`src/pwm_out_defs.vh`:
```
// Constants for the PWM output mode control block
`ifndef PWM_OUT_DEFS_VH
`define PWM_OUT_DEFS_VH

// Register byte offsets
`define OFS_CTRL    5'h00
`define OFS_OEN     5'h04
`define OFS_STEER   5'h08
`define OFS_POL     5'h0C
`define OFS_DBR     5'h10
`define OFS_DBF     5'h14
`define OFS_STATUS  5'h18

// Control register fields
`define CTRL_EN     7
`define CTRL_DBR_EN 5
`define CTRL_DBF_EN 4
`define CTRL_MODE_HI 3
`define CTRL_MODE_LO 0

// Mode codes
`define MODE_SINGLE 4'h0
`define MODE_COMPL  4'h1
`define MODE_PP     4'h2
`define MODE_SIXSTEP 4'h3

// Reset values
`define CTRL_RST    8'h00
`define PIN_RST     6'h00
`define DB_RST      8'h00

// Status register fields
`define STAT_ODD    8
`define STAT_DBBUSY 9

// Pin indices
`define PIN_A 0
`define PIN_B 1
`define PIN_C 2
`define PIN_D 3
`define PIN_E 4
`define PIN_F 5

`endif

```
`src/pwm_output_mode_control.v`:
```
// PWM output stage: mode waveforms, dead band, enable, steering, polarity
//
// The address map and register access over Avalon-MM were left to the implementer.
`timescale 1ns/1ps

`include "pwm_out_defs.vh"

// Timing seen from the pins: an event pulse is taken at one edge,
// moves the internal level at that same edge and reaches the pin
// register one edge later. A dead band of d cycles holds back the
// incoming output of the complementary pair for d further edges, so
// both outputs of the pair rest inactive for exactly d cycles.
//
// The stage trusts its event inputs to be single-cycle pulses that
// are already synchronous to clk. A pulse held high for several
// cycles is taken again on each of them, and inside a dead band that
// restarts the count; the time base must not stretch its events.
// When a falling and a rising event meet in one cycle the falling
// one wins, so a zero-width pulse never reaches a switch.
//
// Steering written while the module runs waits in the buffer until
// the enable is next set from zero. A pattern written one register
// at a time can then never reach the switches half done; the price
// is a disable and enable cycle whenever the pattern must change.
//
// Only the pin enable decides who owns a pin. An enabled pin whose
// steering is off is still driven, at its inactive level, so it can
// never float and switch a transistor on by accident.
//
// Polarity is applied last, after steering and mode routing, so the
// inactive level of every pin, steered or not, is simply its
// polarity bit.
//
// Six-step operation shares the single-phase path: software moves
// the steering pattern between steps and the stage shows it on the
// next enable, the same as in single-phase mode.
//
// Register bus: every access costs exactly one wait state. Read data
// are captured in the wait cycle and stand at the completing edge,
// so readdata leaves straight from flip-flops.

module pwm_output_mode_control (
  // Clock and reset
  input  wire        clk,
  input  wire        rst,
  // Avalon-MM slave
  input  wire [4:0]  address,
  input  wire        read,
  input  wire        write,
  input  wire [31:0] writedata,
  output reg  [31:0] readdata,
  output wire        waitrequest,
  // Events from the time base
  input  wire        periodEvt,
  input  wire        riseEvt,
  input  wire        fallEvt,
  // Output pins
  output reg         pwmOutA,
  output reg         pwmOutB,
  output reg         pwmOutC,
  output reg         pwmOutD,
  output reg         pwmOutE,
  output reg         pwmOutF,
  output reg  [5:0]  pinOe
);

  // Dead-band sequencer states
  localparam [1:0] DB_IDLE = 2'b00;
  localparam [1:0] DB_RISE = 2'b01;
  localparam [1:0] DB_FALL = 2'b10;

  // Software registers
  reg  [7:0] ctrl;
  reg  [5:0] oen;
  reg  [5:0] steerBuf;
  reg  [5:0] steerAct;
  reg  [5:0] pol;
  reg  [7:0] dbRise;
  reg  [7:0] dbFall;

  // Waveform state
  reg        primOn;
  reg        compOn;
  reg        ppA;
  reg        ppB;
  reg        oddPeriod;
  reg        periodSeen;
  reg  [1:0] dbState;
  reg  [7:0] dbCnt;

  // Bus handshake
  reg        ack;
  wire       req;
  wire       wrTake;
  wire       enWrite;
  wire       rdTake;

  // Status readback
  wire        dbBusy;
  reg  [31:0] statusWord;

  // Decoded control
  wire       enabled;
  wire [3:0] mode;
  wire       steerMode;
  wire       complMode;
  wire       ppMode;
  wire [5:0] activeLvl;
  wire [5:0] nextPin;

  assign enabled   = ctrl[`CTRL_EN];
  assign mode      = ctrl[`CTRL_MODE_HI:`CTRL_MODE_LO];
  assign complMode = (mode == `MODE_COMPL);
  assign ppMode    = (mode == `MODE_PP);
  // Steering counts only in single, complementary and six-step
  assign steerMode = (mode == `MODE_SINGLE) || complMode ||
                     (mode == `MODE_SIXSTEP);

  // One wait state per access keeps read data registered
  assign req         = read | write;
  assign waitrequest = req & ~ack;
  assign wrTake      = write & ack;
  assign enWrite     = wrTake && (address == `OFS_CTRL) &&
                       writedata[`CTRL_EN] && !enabled;
  // Read data are taken in the wait cycle, never at completion
  assign rdTake      = read & ~ack;
  assign dbBusy      = (dbState != DB_IDLE);

  // Acknowledge one cycle after a request appears. ack drops again at
  // the completing edge, so a request raised right after it starts
  // with ack low and gets its own wait state
  always @(posedge clk or posedge rst) begin
    if (rst) begin
      ack <= 1'b0;
    end else begin
      ack <= req & ~ack;
    end
  end

  // Register writes; a write counts only on the acknowledged edge.
  // STATUS is read-only and unmapped offsets fall to the default arm,
  // so a stray write there changes nothing
  always @(posedge clk or posedge rst) begin
    if (rst) begin
      ctrl     <= `CTRL_RST;
      oen      <= `PIN_RST;
      steerBuf <= `PIN_RST;
      pol      <= `PIN_RST;
      dbRise   <= `DB_RST;
      dbFall   <= `DB_RST;
    end else if (wrTake) begin
      case (address)
        `OFS_CTRL:  ctrl     <= writedata[7:0];
        `OFS_OEN:   oen      <= writedata[5:0];
        `OFS_STEER: steerBuf <= writedata[5:0];
        `OFS_POL:   pol      <= writedata[5:0];
        `OFS_DBR:   dbRise   <= writedata[7:0];
        `OFS_DBF:   dbFall   <= writedata[7:0];
        default: ;
      endcase
    end
  end

  // Working steering copy; loaded only as the module is switched on,
  // so a half-written steering pattern never reaches the pins
  always @(posedge clk or posedge rst) begin
    if (rst) begin
      steerAct <= `PIN_RST;
    end else if (enWrite) begin
      steerAct <= steerBuf;
    end
  end

  // Status word, fields at their defined bit positions; activeLvl is
  // the level before polarity, so software sees what the stage means
  // and not what the pin happens to show
  always @* begin
    statusWord               = 32'h0000_0000;
    statusWord[5:0]          = activeLvl;
    statusWord[`STAT_ODD]    = oddPeriod;
    statusWord[`STAT_DBBUSY] = dbBusy;
  end

  // Read data captured in the wait cycle, valid at the release edge
  always @(posedge clk or posedge rst) begin
    if (rst) begin
      readdata <= 32'h0000_0000;
    end else if (rdTake) begin
      case (address)
        `OFS_CTRL:   readdata <= {24'h00_0000, ctrl};
        `OFS_OEN:    readdata <= {26'h000_0000, oen};
        `OFS_STEER:  readdata <= {26'h000_0000, steerBuf};
        `OFS_POL:    readdata <= {26'h000_0000, pol};
        `OFS_DBR:    readdata <= {24'h00_0000, dbRise};
        `OFS_DBF:    readdata <= {24'h00_0000, dbFall};
        `OFS_STATUS: readdata <= statusWord;
        default:     readdata <= 32'h0000_0000;
      endcase
    end
  end

  // Odd/even tracking: the first period event opens period one (odd).
  // A rise that comes before any period event is treated as odd too,
  // so push-pull always starts on output A after enable
  always @(posedge clk or posedge rst) begin
    if (rst) begin
      oddPeriod  <= 1'b1;
      periodSeen <= 1'b0;
    end else if (!enabled) begin
      oddPeriod  <= 1'b1;
      periodSeen <= 1'b0;
    end else if (periodEvt) begin
      periodSeen <= 1'b1;
      oddPeriod  <= periodSeen ? ~oddPeriod : 1'b1;
    end
  end

  // Push-pull pulses, no dead band; a fall beats a rise in one cycle.
  // Both pulses are cleared outside push-pull so that a later switch
  // into it cannot resume an old half period
  always @(posedge clk or posedge rst) begin
    if (rst) begin
      ppA <= 1'b0;
      ppB <= 1'b0;
    end else if (!enabled || !ppMode) begin
      ppA <= 1'b0;
      ppB <= 1'b0;
    end else if (fallEvt) begin
      ppA <= 1'b0;
      ppB <= 1'b0;
    end else if (riseEvt) begin
      ppA <= oddPeriod;
      ppB <= ~oddPeriod;
    end
  end

  // Primary and complementary levels with the dead-band sequencer.
  // Single and six-step modes never start a dead band, so the
  // primary follows the events directly.
  // A new event in the middle of a dead band restarts the sequencer,
  // and the counter is only read while a band is running.
  always @(posedge clk or posedge rst) begin
    if (rst) begin
      primOn  <= 1'b0;
      compOn  <= 1'b0;
      dbState <= DB_IDLE;
      dbCnt   <= 8'h00;
    end else if (!enabled || ppMode) begin
      primOn  <= 1'b0;
      compOn  <= 1'b0;
      dbState <= DB_IDLE;
      dbCnt   <= 8'h00;
    end else if (fallEvt) begin
      primOn <= 1'b0;
      if (!complMode) begin
        compOn  <= 1'b0;
        dbState <= DB_IDLE;
      end else if (ctrl[`CTRL_DBF_EN] && dbFall != 8'h00) begin
        compOn  <= 1'b0;
        dbState <= DB_FALL;
        dbCnt   <= dbFall;
      end else begin
        compOn  <= 1'b1;
        dbState <= DB_IDLE;
      end
    end else if (riseEvt) begin
      compOn <= 1'b0;
      if (!complMode) begin
        primOn  <= 1'b1;
        dbState <= DB_IDLE;
      end else if (ctrl[`CTRL_DBR_EN] && dbRise != 8'h00) begin
        primOn  <= 1'b0;
        dbState <= DB_RISE;
        dbCnt   <= dbRise;
      end else begin
        primOn  <= 1'b1;
        dbState <= DB_IDLE;
      end
    end else begin
      case (dbState)
        DB_RISE: begin
          if (dbCnt == 8'h01) begin
            primOn  <= 1'b1;
            dbState <= DB_IDLE;
          end
          dbCnt <= dbCnt - 8'h01;
        end
        DB_FALL: begin
          if (dbCnt == 8'h01) begin
            compOn  <= 1'b1;
            dbState <= DB_IDLE;
          end
          dbCnt <= dbCnt - 8'h01;
        end
        default: begin
          dbState <= DB_IDLE;
        end
      endcase
    end
  end

  // Per-pin active level: mode routing, then steering mask.
  // Pin F has no complementary role, so it stays inactive in that
  // mode even when steered; invalid mode codes leave every pin off
  genvar i;
  generate
    for (i = 0; i < 6; i = i + 1) begin : gPin
      reg src;
      always @* begin
        src = 1'b0;
        if (ppMode) begin
          // Fixed A/B pair, steering ignored
          if (i == `PIN_A) src = ppA;
          if (i == `PIN_B) src = ppB;
        end else if (complMode) begin
          // E carries the primary when steered
          if (i == `PIN_A || i == `PIN_C || i == `PIN_E)
            src = primOn & steerAct[i];
          else if (i == `PIN_B || i == `PIN_D)
            src = compOn & steerAct[i];
        end else if (steerMode) begin
          src = primOn & steerAct[i];
        end
      end
      assign activeLvl[i] = src;
      // Polarity flips active and inactive per pin
      assign nextPin[i] = src ^ pol[i];
    end
  endgenerate

  // Registered pins; the enable alone decides who owns each pin.
  // Registering the pins costs one cycle of latency but keeps any
  // decode glitch from ever reaching the gate drivers
  always @(posedge clk or posedge rst) begin
    if (rst) begin
      pwmOutA <= 1'b0;
      pwmOutB <= 1'b0;
      pwmOutC <= 1'b0;
      pwmOutD <= 1'b0;
      pwmOutE <= 1'b0;
      pwmOutF <= 1'b0;
      pinOe   <= `PIN_RST;
    end else begin
      pwmOutA <= nextPin[`PIN_A];
      pwmOutB <= nextPin[`PIN_B];
      pwmOutC <= nextPin[`PIN_C];
      pwmOutD <= nextPin[`PIN_D];
      pwmOutE <= nextPin[`PIN_E];
      pwmOutF <= nextPin[`PIN_F];
      pinOe   <= oen;
    end
  end

endmodule // pwm_output_mode_control

```
`config.mk`:
```
export PLATFORM = sky130hd
export DESIGN_NAME = pwm_output_mode_control
export DESIGN_NICKNAME = d
export VERILOG_FILES = /design/src/pwm_output_mode_control.v
export VERILOG_INCLUDE_DIRS = /design/src
export SDC_FILE = /design/constraint.sdc
export NUM_CORES = 1
export LEC_CHECK = 0
export BUFFER_PORTS_ARGS = -buffer_cell sky130_fd_sc_hd__buf_2
export CAP_MARGIN = 20
export CORE_UTILIZATION = 60
export CTS_BUF_LIST = sky130_fd_sc_hd__clkbuf_16
export CTS_CLUSTER_DIAMETER = 80
export DETAILED_ROUTE_END_ITERATION = 10
export PLACE_DENSITY = 0.86
export SKIP_CTS_REPAIR_TIMING = 1
export SYNTH_ARGS = -nofsm -noshare
export SYNTH_HDL_FRONTEND = slang
export SYNTH_SLANG_ARGS = --single-unit
```
`constraint.sdc`:
```
create_clock -name clk -period 7.25 [get_ports clk]
set_input_delay 0.3625 -clock clk [delete_from_list [all_inputs] [get_ports clk]]
set_output_delay 0.3625 -clock clk [all_outputs]
set_load 0.05 [all_outputs]
```
=== Word-level counts from Yosys, hierarchy flattened ===
Index checks and enable logic that the tools add are counted.

* Bits in registers: 109
* Bits of input ports: 44
* Output and inout bits: 45
* Word-level logic and storage cells: 154

* Add/sub/neg operators: 1
* Eq/ne operators: 18
* Mux-type cells: 60
* Bitwise operators: 20
* Reductions and logical operators: 31

{| class="wikitable"
|+ Operators by type and width
! operator !! number
|-
| $pmux 10 s7 || 1
|-
| $mux 8 || 8
|-
| $mux 1 || 44
|-
| $reduce_and 2->1 || 8
|-
| $reduce_bool 4->1 || 4
|-
| $reduce_bool 8->1 || 2
|-
| $eq 5x5->1 const B || 3
|-
| $mux 2 || 7
|-
| $and 1x1->1 || 11
|-
| $eq 5x4->1 const B || 2
|-
| $ne 3x1->1 const B || 3
|-
| $eq 4x2->1 const B || 2
|-
| $eq 8x1->1 const B || 1
|-
| $sub 8x1->8 const B || 1
|-
| $xor 1x1->1 || 6
|-
| $eq 5x3->1 const B || 1
|-
| $logic_and 1x1->1 || 5
|-
| $logic_not 5->1 || 1
|-
| $ne 5x1->1 const B || 1
|-
| $reduce_and 5->1 || 1
|-
| $eq 4x1->1 const B || 1
|-
| $logic_not 4->1 || 1
|-
| $logic_or 1x1->1 || 4
|-
| $ne 4x1->1 const B || 1
|-
| other kinds (9) || 11
|}

=== Logic depth before layout (Yosys ltp) ===
Gate-level depths: netlist of the first run.

* Word-level depth: 7
* Gate-level depth with buffers: 8
* Depth with buffers taken out: 7

=== Worst setup path before layout of the first run ===
Ideal clock, no wire load.

* Path type: input to register
* Start point: input port address[1]
* End point: register steerAct[0]
* Arrival time: 1.779 ns
* Data required time: 7.125 ns
* Path slack: 5.346 ns
* Stages on the path: 7
* Buffers on the path: 2
* Cells stage by stage: or2_2 nor3_2 and2_1 buf_4 and3b_1 buf_2 mux2_2

* Longest elaborated chain between the ends: 4

{| class="wikitable"
|+ RTL lines
! element !! line !! source
|-
| from (decl) || pwm_output_mode_control.v:47 || <nowiki>input wire [4:0] address,</nowiki>
|-
| $logic_not 5->1 || -- ||
|-
| $logic_and 1x1->1 (3 in a row) || pwm_output_mode_control.v:123 || <nowiki>assign enWrite = wrTake && (address == `OFS_CTRL) &&</nowiki>
|-
| to (signal assigned) || pwm_output_mode_control.v:168 || <nowiki>steerAct <= `PIN_RST;</nowiki>
|-
| to (signal assigned) || pwm_output_mode_control.v:170 || <nowiki>steerAct <= steerBuf;</nowiki>
|-
| to (decl) || pwm_output_mode_control.v:76 || <nowiki>reg [5:0] steerAct;</nowiki>
|}

Every way passes these cells.
A chain may end at the register's enable or synchronous reset.

=== Worst setup path in the final report of the first run ===
* Start point: register ack
* End point: register readdata[1]

* Longest elaborated chain between the ends: 2

{| class="wikitable"
|+ RTL lines
! element !! line !! source
|-
| from (decl) || pwm_output_mode_control.v:92 || <nowiki>reg ack;</nowiki>
|-
| from (signal assigned) || pwm_output_mode_control.v:136 || <nowiki>ack <= req & ~ack;</nowiki>
|-
| $not 1->1 || pwm_output_mode_control.v:126 || <nowiki>assign rdTake = read & ~ack;</nowiki>
|-
| $and 1x1->1 || pwm_output_mode_control.v:126 ||
|-
| to (signal assigned) || pwm_output_mode_control.v:190 || <nowiki>`OFS_CTRL: readdata <= {24'h00_0000, ctrl};</nowiki>
|-
| to (signal assigned) || pwm_output_mode_control.v:191 || <nowiki>`OFS_OEN: readdata <= {26'h000_0000, oen};</nowiki>
|-
| to (signal assigned) || pwm_output_mode_control.v:192 || <nowiki>`OFS_STEER: readdata <= {26'h000_0000, steerBuf};</nowiki>
|-
| to (decl) || pwm_output_mode_control.v:51 || <nowiki>output reg [31:0] readdata,</nowiki>
|}

Every way passes these cells.

==> results of run 1 <==
-- power breakdown --
group	internal (mW)	switching [mW]
combinational	0.0821	0.149
sequential	0.532	0.0451
clock	0.232	0.194
total	0.846	0.388
-- cells by family after synthesis --
| logic type | after synthesis |
|---|---|
| XOR/XNOR | 12 |
| other | 1 |
| adder cells (fa/ha/maj) | 5 |
| AO/OA/AOI/OAI | 60 |
| flip-flops | 87 |
| multiplexers | 70 |
| buffers and inverters | 53 |
| AND/OR/NAND/NOR | 108 |
-- layout by cell type (no fill, tap or decap), types with 3 or more instances in the layout --
cell type   count
xor2_1          3
inv_1           9
a22o_1          3
mux2i_1        15
nor2b_1         7
nand2_1        27
clkbuf_16       9
and2_1          3
clkinvlp_4      3
xnor2_1         9
a211oi_2        3
nand3_1         9
nand2b_1        6
a2bb2oi_1       4
buf_2          42
nor2_1         27
a21oi_1         9
mux2_2         53
dfrtp_1        86
nor3_1          5
conb_1         22
a31oi_1         3
ha_1            5
o311ai_0        3
o21ai_0        11
o211ai_1        5
or2_2           3
-- final timing paths --
path,end,slack (ns),cells past startpoint
max in group asynchronous,oddPeriod,6.12,5
max,readdata[1],4.99,5
max reg2reg,readdata[1],4.99,5
min reg2reg,pinOe[4],0.41,0
min in group asynchronous,dbCnt[7],0.53,4
min,periodSeen,0.26,2
-- synth_stat cells, types with 3 or more instances --
cell type and number:
a211oi_2 3, a21oi_1 9, a22o_1 3, a2bb2oi_1 4
a31oi_1 3, and2_1 3, buf_2 6, buf_4 24
clkbuf_1 10, dfrtp_1 86, ha_1 5, inv_1 9
mux2_2 53, mux2i_1 15, nand2_1 27, nand2b_1 6
nand3_1 9, nor2_1 27, nor2b_1 7, nor3_1 5
o211ai_1 5, o21ai_0 11, o311ai_0 3, or2_2 3
xnor2_1 9, xor2_1 3
-- sequential cells by signal, indices dropped and copies added, names as in the netlist, 6 cells and up --
register,cells
oen,6
pinOe,6
dbCnt,8
ctrl,8
pol,6
steerAct,6
steerBuf,6
dbRise,8
dbFall,8
readdata,10
-- routing by layer --
metal | up-vias | track usage [%] | share of wire (%)
met5 | - | 0 | 0
met4 | 0 | 10.9 | 2.0
met3 | 18 | 4.57 | 5.9
met2 | 129 | 43.2 | 49
met1 | 1570 | 35.8 | 43
li1 | 1435 | - | -
-- metrics by stage --
step	utilization [%]	instances	setup slack [ns]
final	68.5	534	4.99
after global routing	68.5	534	4.84
after CTS	68.0	532	5.01
after detailed placement	64.2	516	4.83
after global placement	64.2	516	4.84
after floorplan	-	417	4.64
-- layout make-up --
cell class	count	area (sq um)
Clock buffer	9	225
Sequential cell	87	2180
Tap cell	99	124
Timing Repair Buffer	45	255
Multi-Input combinational cell	277	2070
Inverter	10	38.8
Clock inverter	7	48.8
Fill cell	522	2270
==> impl_metrics.json, run 1 <==
{
  "min_period_ns": 2.26,
  "path_delay_family": "simple AND/OR/NAND/NOR gates",
  "start_kind": "flip-flop",
  "vias": 3152,
  "cts_buffers": 9,
  "synthAdderAreaFrac_pct": 1.40,
  "slew_violations": 0,
  "core_sq_um": 7210,
  "synthFlopType": "dfrtp_1",
  "required_ns": 7.47,
  "rsz0062_at_grt": "no",
  "ys_seq_elements": 87,
  "yosys-mux-area-fraction_pct": 17.7,
  "synth_area_leader_cell": "dfrtp_1",
  "dieWidth_um": 88.4,
  "grt_pass1_vias": 2901,
  "min_period_over_period_pct": 31.2,
  "slowest_delay_ns": 0.53,
  "area_delta_synth_final_pct": 10.4,
  "hold-worst-slack_ns": 0.265,
  "yosys.area_share.xor_xnor_pct": 2.35,
  "drv_cap": 0,
  "diodes": 0,
  "finalHoldViolCount": 0,
  "ys_seq_area_share_pct": 48.6,
  "grt_use_total_pct": 26.6,
  "setup_tns_ns": 0,
  "worst_slew_pin_slew_ns": 0.677,
  "synthCells": 396,
  "r2r-start": "ack",
  "grt_pass1_wl_um": 15100,
  "nNetsFinal": 479,
  "crit_path_start": "ack",
  "die_area_sq_um": 7810,
  "status": "complete, no violations",
  "insertion_delay_ns": 0.34,
  "worstPathArrival_ns": 2.48,
  "synth.area.top_cells": "dfrtp_1 (48%), mux2_2 (13%), buf_4 (4.0%)",
  "cts.sinks": 87,
  "total_power_mw": 1.23,
  "min_path_type": "in -> reg",
  "synth_edf_count": 0,
  "grt_max_degree": 88,
  "dr.pass1.iters": 4,
  "place.gp.congestion": 0.866,
  "p_per_area_nw_per_um2": 250,
  "path_buf_inv": 0,
  "max_freq_mhz": 443,
  "chipHeight_um": 88.4,
  "crit_fanout": 17,
  "synth_cell_types": 61,
  "io_pins": 89,
  "cts-root-buf": "clkbuf_16",
  "layout-drive-gt1-share_pct": 30.1,
  "post_drt_wl_per_cell_um": 18.1,
  "rows": 31,
  "finClkSkew_ns": 0.00675,
  "criticalPathCategory": "reg -> reg",
  "worstPathCellList": "nand2b_1 > or2_2 > a31oi_1 > o211ai_1 > o311ai_0",
  "clockBufferDepth": 2,
  "synth_compound_area_share_pct": 10.2,
  "synth_top_cell_area_share_pct": 48.1,
  "cts_tree": "done",
  "cts_max_level": 3,
  "hold_path_startpoint": "periodEvt",
  "postPlaceCellArea_sq_um": 4630,
  "leakage_nw": 2.36,
  "synth-simple-area-share_pct": 12.9,
  "yosys_warnings": 0,
  "setup_violations": 0,
  "start_util_pct": 62.1,
  "drc_errors": 0,
  "synth.avg_cell_area_sq_um": 11.3,
  "final_area_sq_um": 4940,
  "relSlewSlack_pct": 54.7,
  "clk_pin_slew_worst_paths_ns": 0.06,
  "dp_hpwl_um": 6600,
  "peakVddDrop_mv": 0.158,
  "via_per_inst": 5.90,
  "synth_top_family_by_area": "multiplexers",
  "grt_overflow": 0,
  "async_reset_ff_share_pct": 100,
  "finalWirelength_um": 9650,
  "antenna_found_initial": 0,
  "slowest_stage": "a31oi_1",
  "dr.first_iter.drc_count": 211,
  "endpoint_kind": "flip-flop",
  "syn_area_sq_um": 4480,
  "port_buffers": 42,
  "ant_nets": 0
}
Power figures use the tool's default switching activity.
==> run 2, diff against run 1 <==
CORE_UTILIZATION = 55   (was 60)
PLACE_DENSITY = 0.8   (was 0.86)
clock period = 2.2 ns   (was 7.25 ns; I/O delays follow)
==> impl_metrics.json, run 2 (same netlist as run 1, synthesis figures left out) <==
{
  "dr.first_iter.drc_count": 236,
  "start_kind": "flip-flop",
  "grt_max_degree": 88,
  "area_delta_synth_final_pct": 11.6,
  "chipHeight_um": 92.2,
  "via_per_inst": 5.75,
  "regMostFlops": "readdata",
  "setup_tns_ns": 0,
  "rsz0062_at_grt": "no",
  "cts.sinks": 87,
  "use_met3_pct": 5.56,
  "layout-drive-gt1-share_pct": 31.1,
  "cts-root-buf": "clkbuf_16",
  "p_per_area_nw_per_um2": 823,
  "total_power_mw": 4.11,
  "clockBufferDepth": 2,
  "final_common_cell": "dfrtp_1",
  "hold_path_startpoint": "periodEvt",
  "dp_hpwl_um": 6930,
  "vias": 3121,
  "crit_fanout": 5,
  "io_pins": 89,
  "die_area_sq_um": 8510,
  "peakVddDrop_mv": 0.508,
  "grt_pass1_wl_um": 16100,
  "leakage_nw": 2.39,
  "r2r-start": "dbCnt[4]",
  "grt_use_total_pct": 25.3,
  "cts_max_level": 3,
  "largest_reg_flops": 10,
  "finalHoldViolCount": 0,
  "post_drt_wl_per_cell_um": 17.9,
  "min_period_over_period_pct": 93.2,
  "mostFrequentLayoutCells": "dfrtp_1 (86), mux2_2 (53), buf_2 (42)",
  "endpoint_kind": "flip-flop",
  "dr.pass1.iters": 5,
  "worst_slew_pin_slew_ns": 0.613,
  "grt.busiest_layer": "met2",
  "finalWirelength_um": 9730,
  "whs_path_depth": 2,
  "reg2reg_to": "primOn",
  "holdPathEnd": "periodSeen",
  "min_path_type": "in -> reg",
  "drc_errors": 0,
  "relSlewSlack_pct": 58.9,
  "clk_pin_slew_worst_paths_ns": 0.06,
  "criticalPathCategory": "reg -> reg",
  "r2r_slack_ns": 0.15,
  "start_util_pct": 57.4,
  "nNetsFinal": 485,
  "max_freq_mhz": 488,
  "antenna_found_initial": 0,
  "status": "complete, no violations",
  "required_ns": 2.39,
  "grt_overflow": 0,
  "met2_usage_pct": 38.9,
  "ant_nets": 0,
  "min_period_ns": 2.05,
  "setup_violations": 0,
  "slew_violations": 0,
  "place.gp.congestion": 0.874,
  "dpl.cell_count": 526,
  "cts_buffers": 9,
  "diodes": 0,
  "port_buffers": 42,
  "grt_pass1_vias": 3056,
  "use_met1_pct": 34.8,
  "rr_worst_depth": 4,
  "pre_cts_slack_ns": 0.175,
  "cts_tree": "done",
  "finClkSkew_ns": 0.00603,
  "fin_cells": 543,
  "dieWidth_um": 92.2,
  "drv_cap": 0,
  "rows": 32,
  "core_sq_um": 7810,
  "setup_slack_ns": 0.151,
  "worstPathArrival_ns": 2.24,
  "insertion_delay_ns": 0.34,
  "n_fill_cell": 611
}
[run 2: cell types whose count changed in the layout (fill, tap and decap cells not counted)]
cell        before  now
buf_4            1    7
clkinv_2         2    0
clkinv_4         1    3
buf_12           0    1
buf_16           1    0
clkinvlp_4       3    2
inv_8            0    1
[run 2: per-stage QoR]
step	util [%]	area [sq um]	hold slack, ns
2_1_floorplan	-	4560	0.241
3_5_place_dp	60.3	4700	0.274
6_report	64.0	5000	0.0189
4_1_cts	63.9	4990	-0.0878
5_1_grt	64.0	5000	0.0300
3_3_place_gp	60.3	4700	0.267
[run 2: worst max-delay path, cell delays in order (launching register included)]
cell and delay [ns]:
dfrtp_1 0.44, or4_4 0.56, nor4b_4 0.31, a211oi_1 0.14, a2111oi_1 0.45
[run 2: power by group]
part	internal [mW]	switching, mW
sequential	1.75	0.144
combinational	0.284	0.503
clock	0.778	0.652
[run 2: worst max-delay path by stage]
| stage | cells past startpoint | to | startpoint |
|---|---|---|---|
| after floorplan | 6 | dbCnt[0] | dbFall[4] |
| after global placement | 5 | dbCnt[3] | dbFall[0] |
| after detailed placement | 4 | primOn | dbCnt[4] |
| after CTS | 4 | primOn | dbCnt[4] |
| after global routing | 4 | primOn | dbCnt[4] |
| final | 4 | primOn | dbCnt[4] |
[run 2: cell type report]
type / instances / area, sq um / share of cell area, %
clock inverters: 7 / 57.6 / 1.15
clock buffers: 9 / 225 / 4.51
well taps: 102 / 128 / 2.55
flip-flops and latches: 87 / 2180 / 43.6
repair buffers: 51 / 293 / 5.86
inverters: 10 / 41.3 / 0.826
multi-input cells: 277 / 2070 / 41.5
[run 2: metal layers]
metal / vias up / share of wire (%) / routed length [um]
li1: 1447 / - / -
met1: 1545 / 44 / 4240
met2: 109 / 48 / 4670
met3: 20 / 6.0 / 586
met4: 0 / 2.4 / 235
met5: - / 0 / 0
==> run 3, diff against run 2 <==
==> constraint.sdc (replaced) <==
create_clock -name clk -period 2.2 [get_ports clk]
set_input_delay 0 -clock clk [delete_from_list [all_inputs] [get_ports clk]]
set_output_delay 0 -clock clk [all_outputs]
set_load 0.05 [all_outputs]
==> impl_metrics.json, run 3 (same netlist as run 1, synthesis figures left out) <==
{
  "criticalPathCategory": "reg -> reg",
  "violations": "hold timing",
  "dr.pass1.iters": 6,
  "mostFrequentLayoutCells": "dfrtp_1 (86), mux2_2 (53), buf_2 (42)",
  "io_pins": 89,
  "fin_cells": 544,
  "crit_fanout": 15,
  "antenna_found_initial": 0,
  "worstPathCellList": "or4_1 > o211a_1 > o221a_4 > nand2b_1 > a21oi_1",
  "via_per_inst": 5.92,
  "slowest_stage": "or4_1",
  "chipHeight_um": 92.2,
  "dpl.cell_count": 525,
  "clockBufferDepth": 2,
  "clk_pin_slew_worst_paths_ns": 0.07,
  "worstPathArrival_ns": 2.24,
  "drv_cap": 0,
  "worst_slew_pin_slew_ns": 0.642,
  "relSlewSlack_pct": 57.0,
  "grt_pass1_vias": 3160,
  "finClkSkew_ns": 0.00755,
  "hold-worst-slack_ns": -0.0441,
  "endpoint_kind": "flip-flop",
  "start_kind": "flip-flop",
  "nNetsFinal": 487,
  "finalHoldViolCount": 3,
  "dp_hpwl_um": 6910,
  "slowest_delay_ns": 0.58,
  "place.gp.congestion": 0.872,
  "grt_pass1_wl_um": 16300,
  "final_common_cell": "dfrtp_1",
  "required_ns": 2.45,
  "dieWidth_um": 92.2,
  "p_per_area_nw_per_um2": 854,
  "slew_violations": 0,
  "peakVddDrop_mv": 0.465,
  "cts.sinks": 87,
  "setup_tns_ns": 0,
  "vias": 3220,
  "rsz0062_at_grt": "no",
  "ant_nets": 0,
  "grt_overflow": 0,
  "min_period_over_period_pct": 90.7,
  "drc_errors": 0,
  "start_util_pct": 57.4,
  "cts-root-buf": "clkbuf_16",
  "largest_reg_flops": 10,
  "grt_max_degree": 88,
  "rows": 32,
  "min_path_type": "in -> reg",
  "grt_use_total_pct": 25.4,
  "max_freq_mhz": 501,
  "status": "finished, violations left",
  "cts_max_level": 3,
  "core_sq_um": 7810,
  "cts_tree": "done",
  "area_delta_synth_final_pct": 12.9,
  "regMostFlops": "readdata",
  "diodes": 0,
  "port_buffers": 42,
  "layout-drive-gt1-share_pct": 30.8,
  "min_period_ns": 1.99,
  "dr.first_iter.drc_count": 372,
  "finalWirelength_um": 9990,
  "leakage_nw": 2.41,
  "setup_violations": 0,
  "die_area_sq_um": 8510,
  "cts_buffers": 9,
  "insertion_delay_ns": 0.34,
  "post_drt_wl_per_cell_um": 18.4
}
[run 3: routing by layer]
metal / part of all wire [%] / routed length, um / track usage [%]
met5: 0 / 0 / 0
met4: 2.3 / 229 / 11.1
met3: 5.7 / 565 / 3.81
met2: 49 / 4860 / 40.4
met1: 43 / 4330 / 34.8
[run 3: where the power goes]
| group | internal, mW | switching [mW] | total, mW |
|---|---|---|---|
| sequential | 1.75 | 0.146 | 1.90 |
| combinational | 0.286 | 0.505 | 0.791 |
| clock | 0.996 | 0.631 | 1.63 |
| total | 3.04 | 1.28 | 4.32 |
[run 3: worst max-delay path: cells and delay by family, from the launching register on]
| family | cells | cell delay (ns) |
|---|---|---|
| and+or+nand+nor | 2 | 0.75 |
| DFF | 1 | 0.41 |
| AOI/OAI and AO/OA | 3 | 0.75 |
[run 3: final timing paths]
path / slack [ns] / cells after the start / to / startpoint
worst max-delay path: 0.21 / 5 / dbCnt[6] / dbFall[0]
worst min-delay path: -0.04 / 3 / ack / write
worst max register to register: 0.21 / 5 / dbCnt[6] / dbFall[0]
worst min register to register: 0.41 / 0 / pinOe[3] / oen[3]
max in group asynchronous: 1.49 / 4 / steerAct[1] / rst
min in group asynchronous: 0.33 / 4 / dbCnt[1] / rst
[run 3: area by class of cell]
type / instances / area (sq um)
Clock inverter: 6 / 93.8
Timing Repair Buffer: 53 / 315
Fill cell: 592 / 2750
Sequential cell: 87 / 2180
Multi-Input combinational cell: 277 / 2070
Tap cell: 102 / 128
Clock buffer: 9 / 225
Inverter: 10 / 41.3
[run 3: stage by stage]
step                      power (mW)  utilization (%)  worst slack [ns]  hold slack [ns]  area (sq um)
after detailed placement        2.70             60.2             0.242            0.166          4700
after floorplan                 2.52                -             0.356            0.131          4560
after global routing            4.48             64.8             0.150          0.00259          5060
after CTS                       4.33             64.2             0.220           -0.190          5020
final                           4.32             64.8             0.205          -0.0441          5060
after global placement          2.68             60.2             0.295            0.161          4700
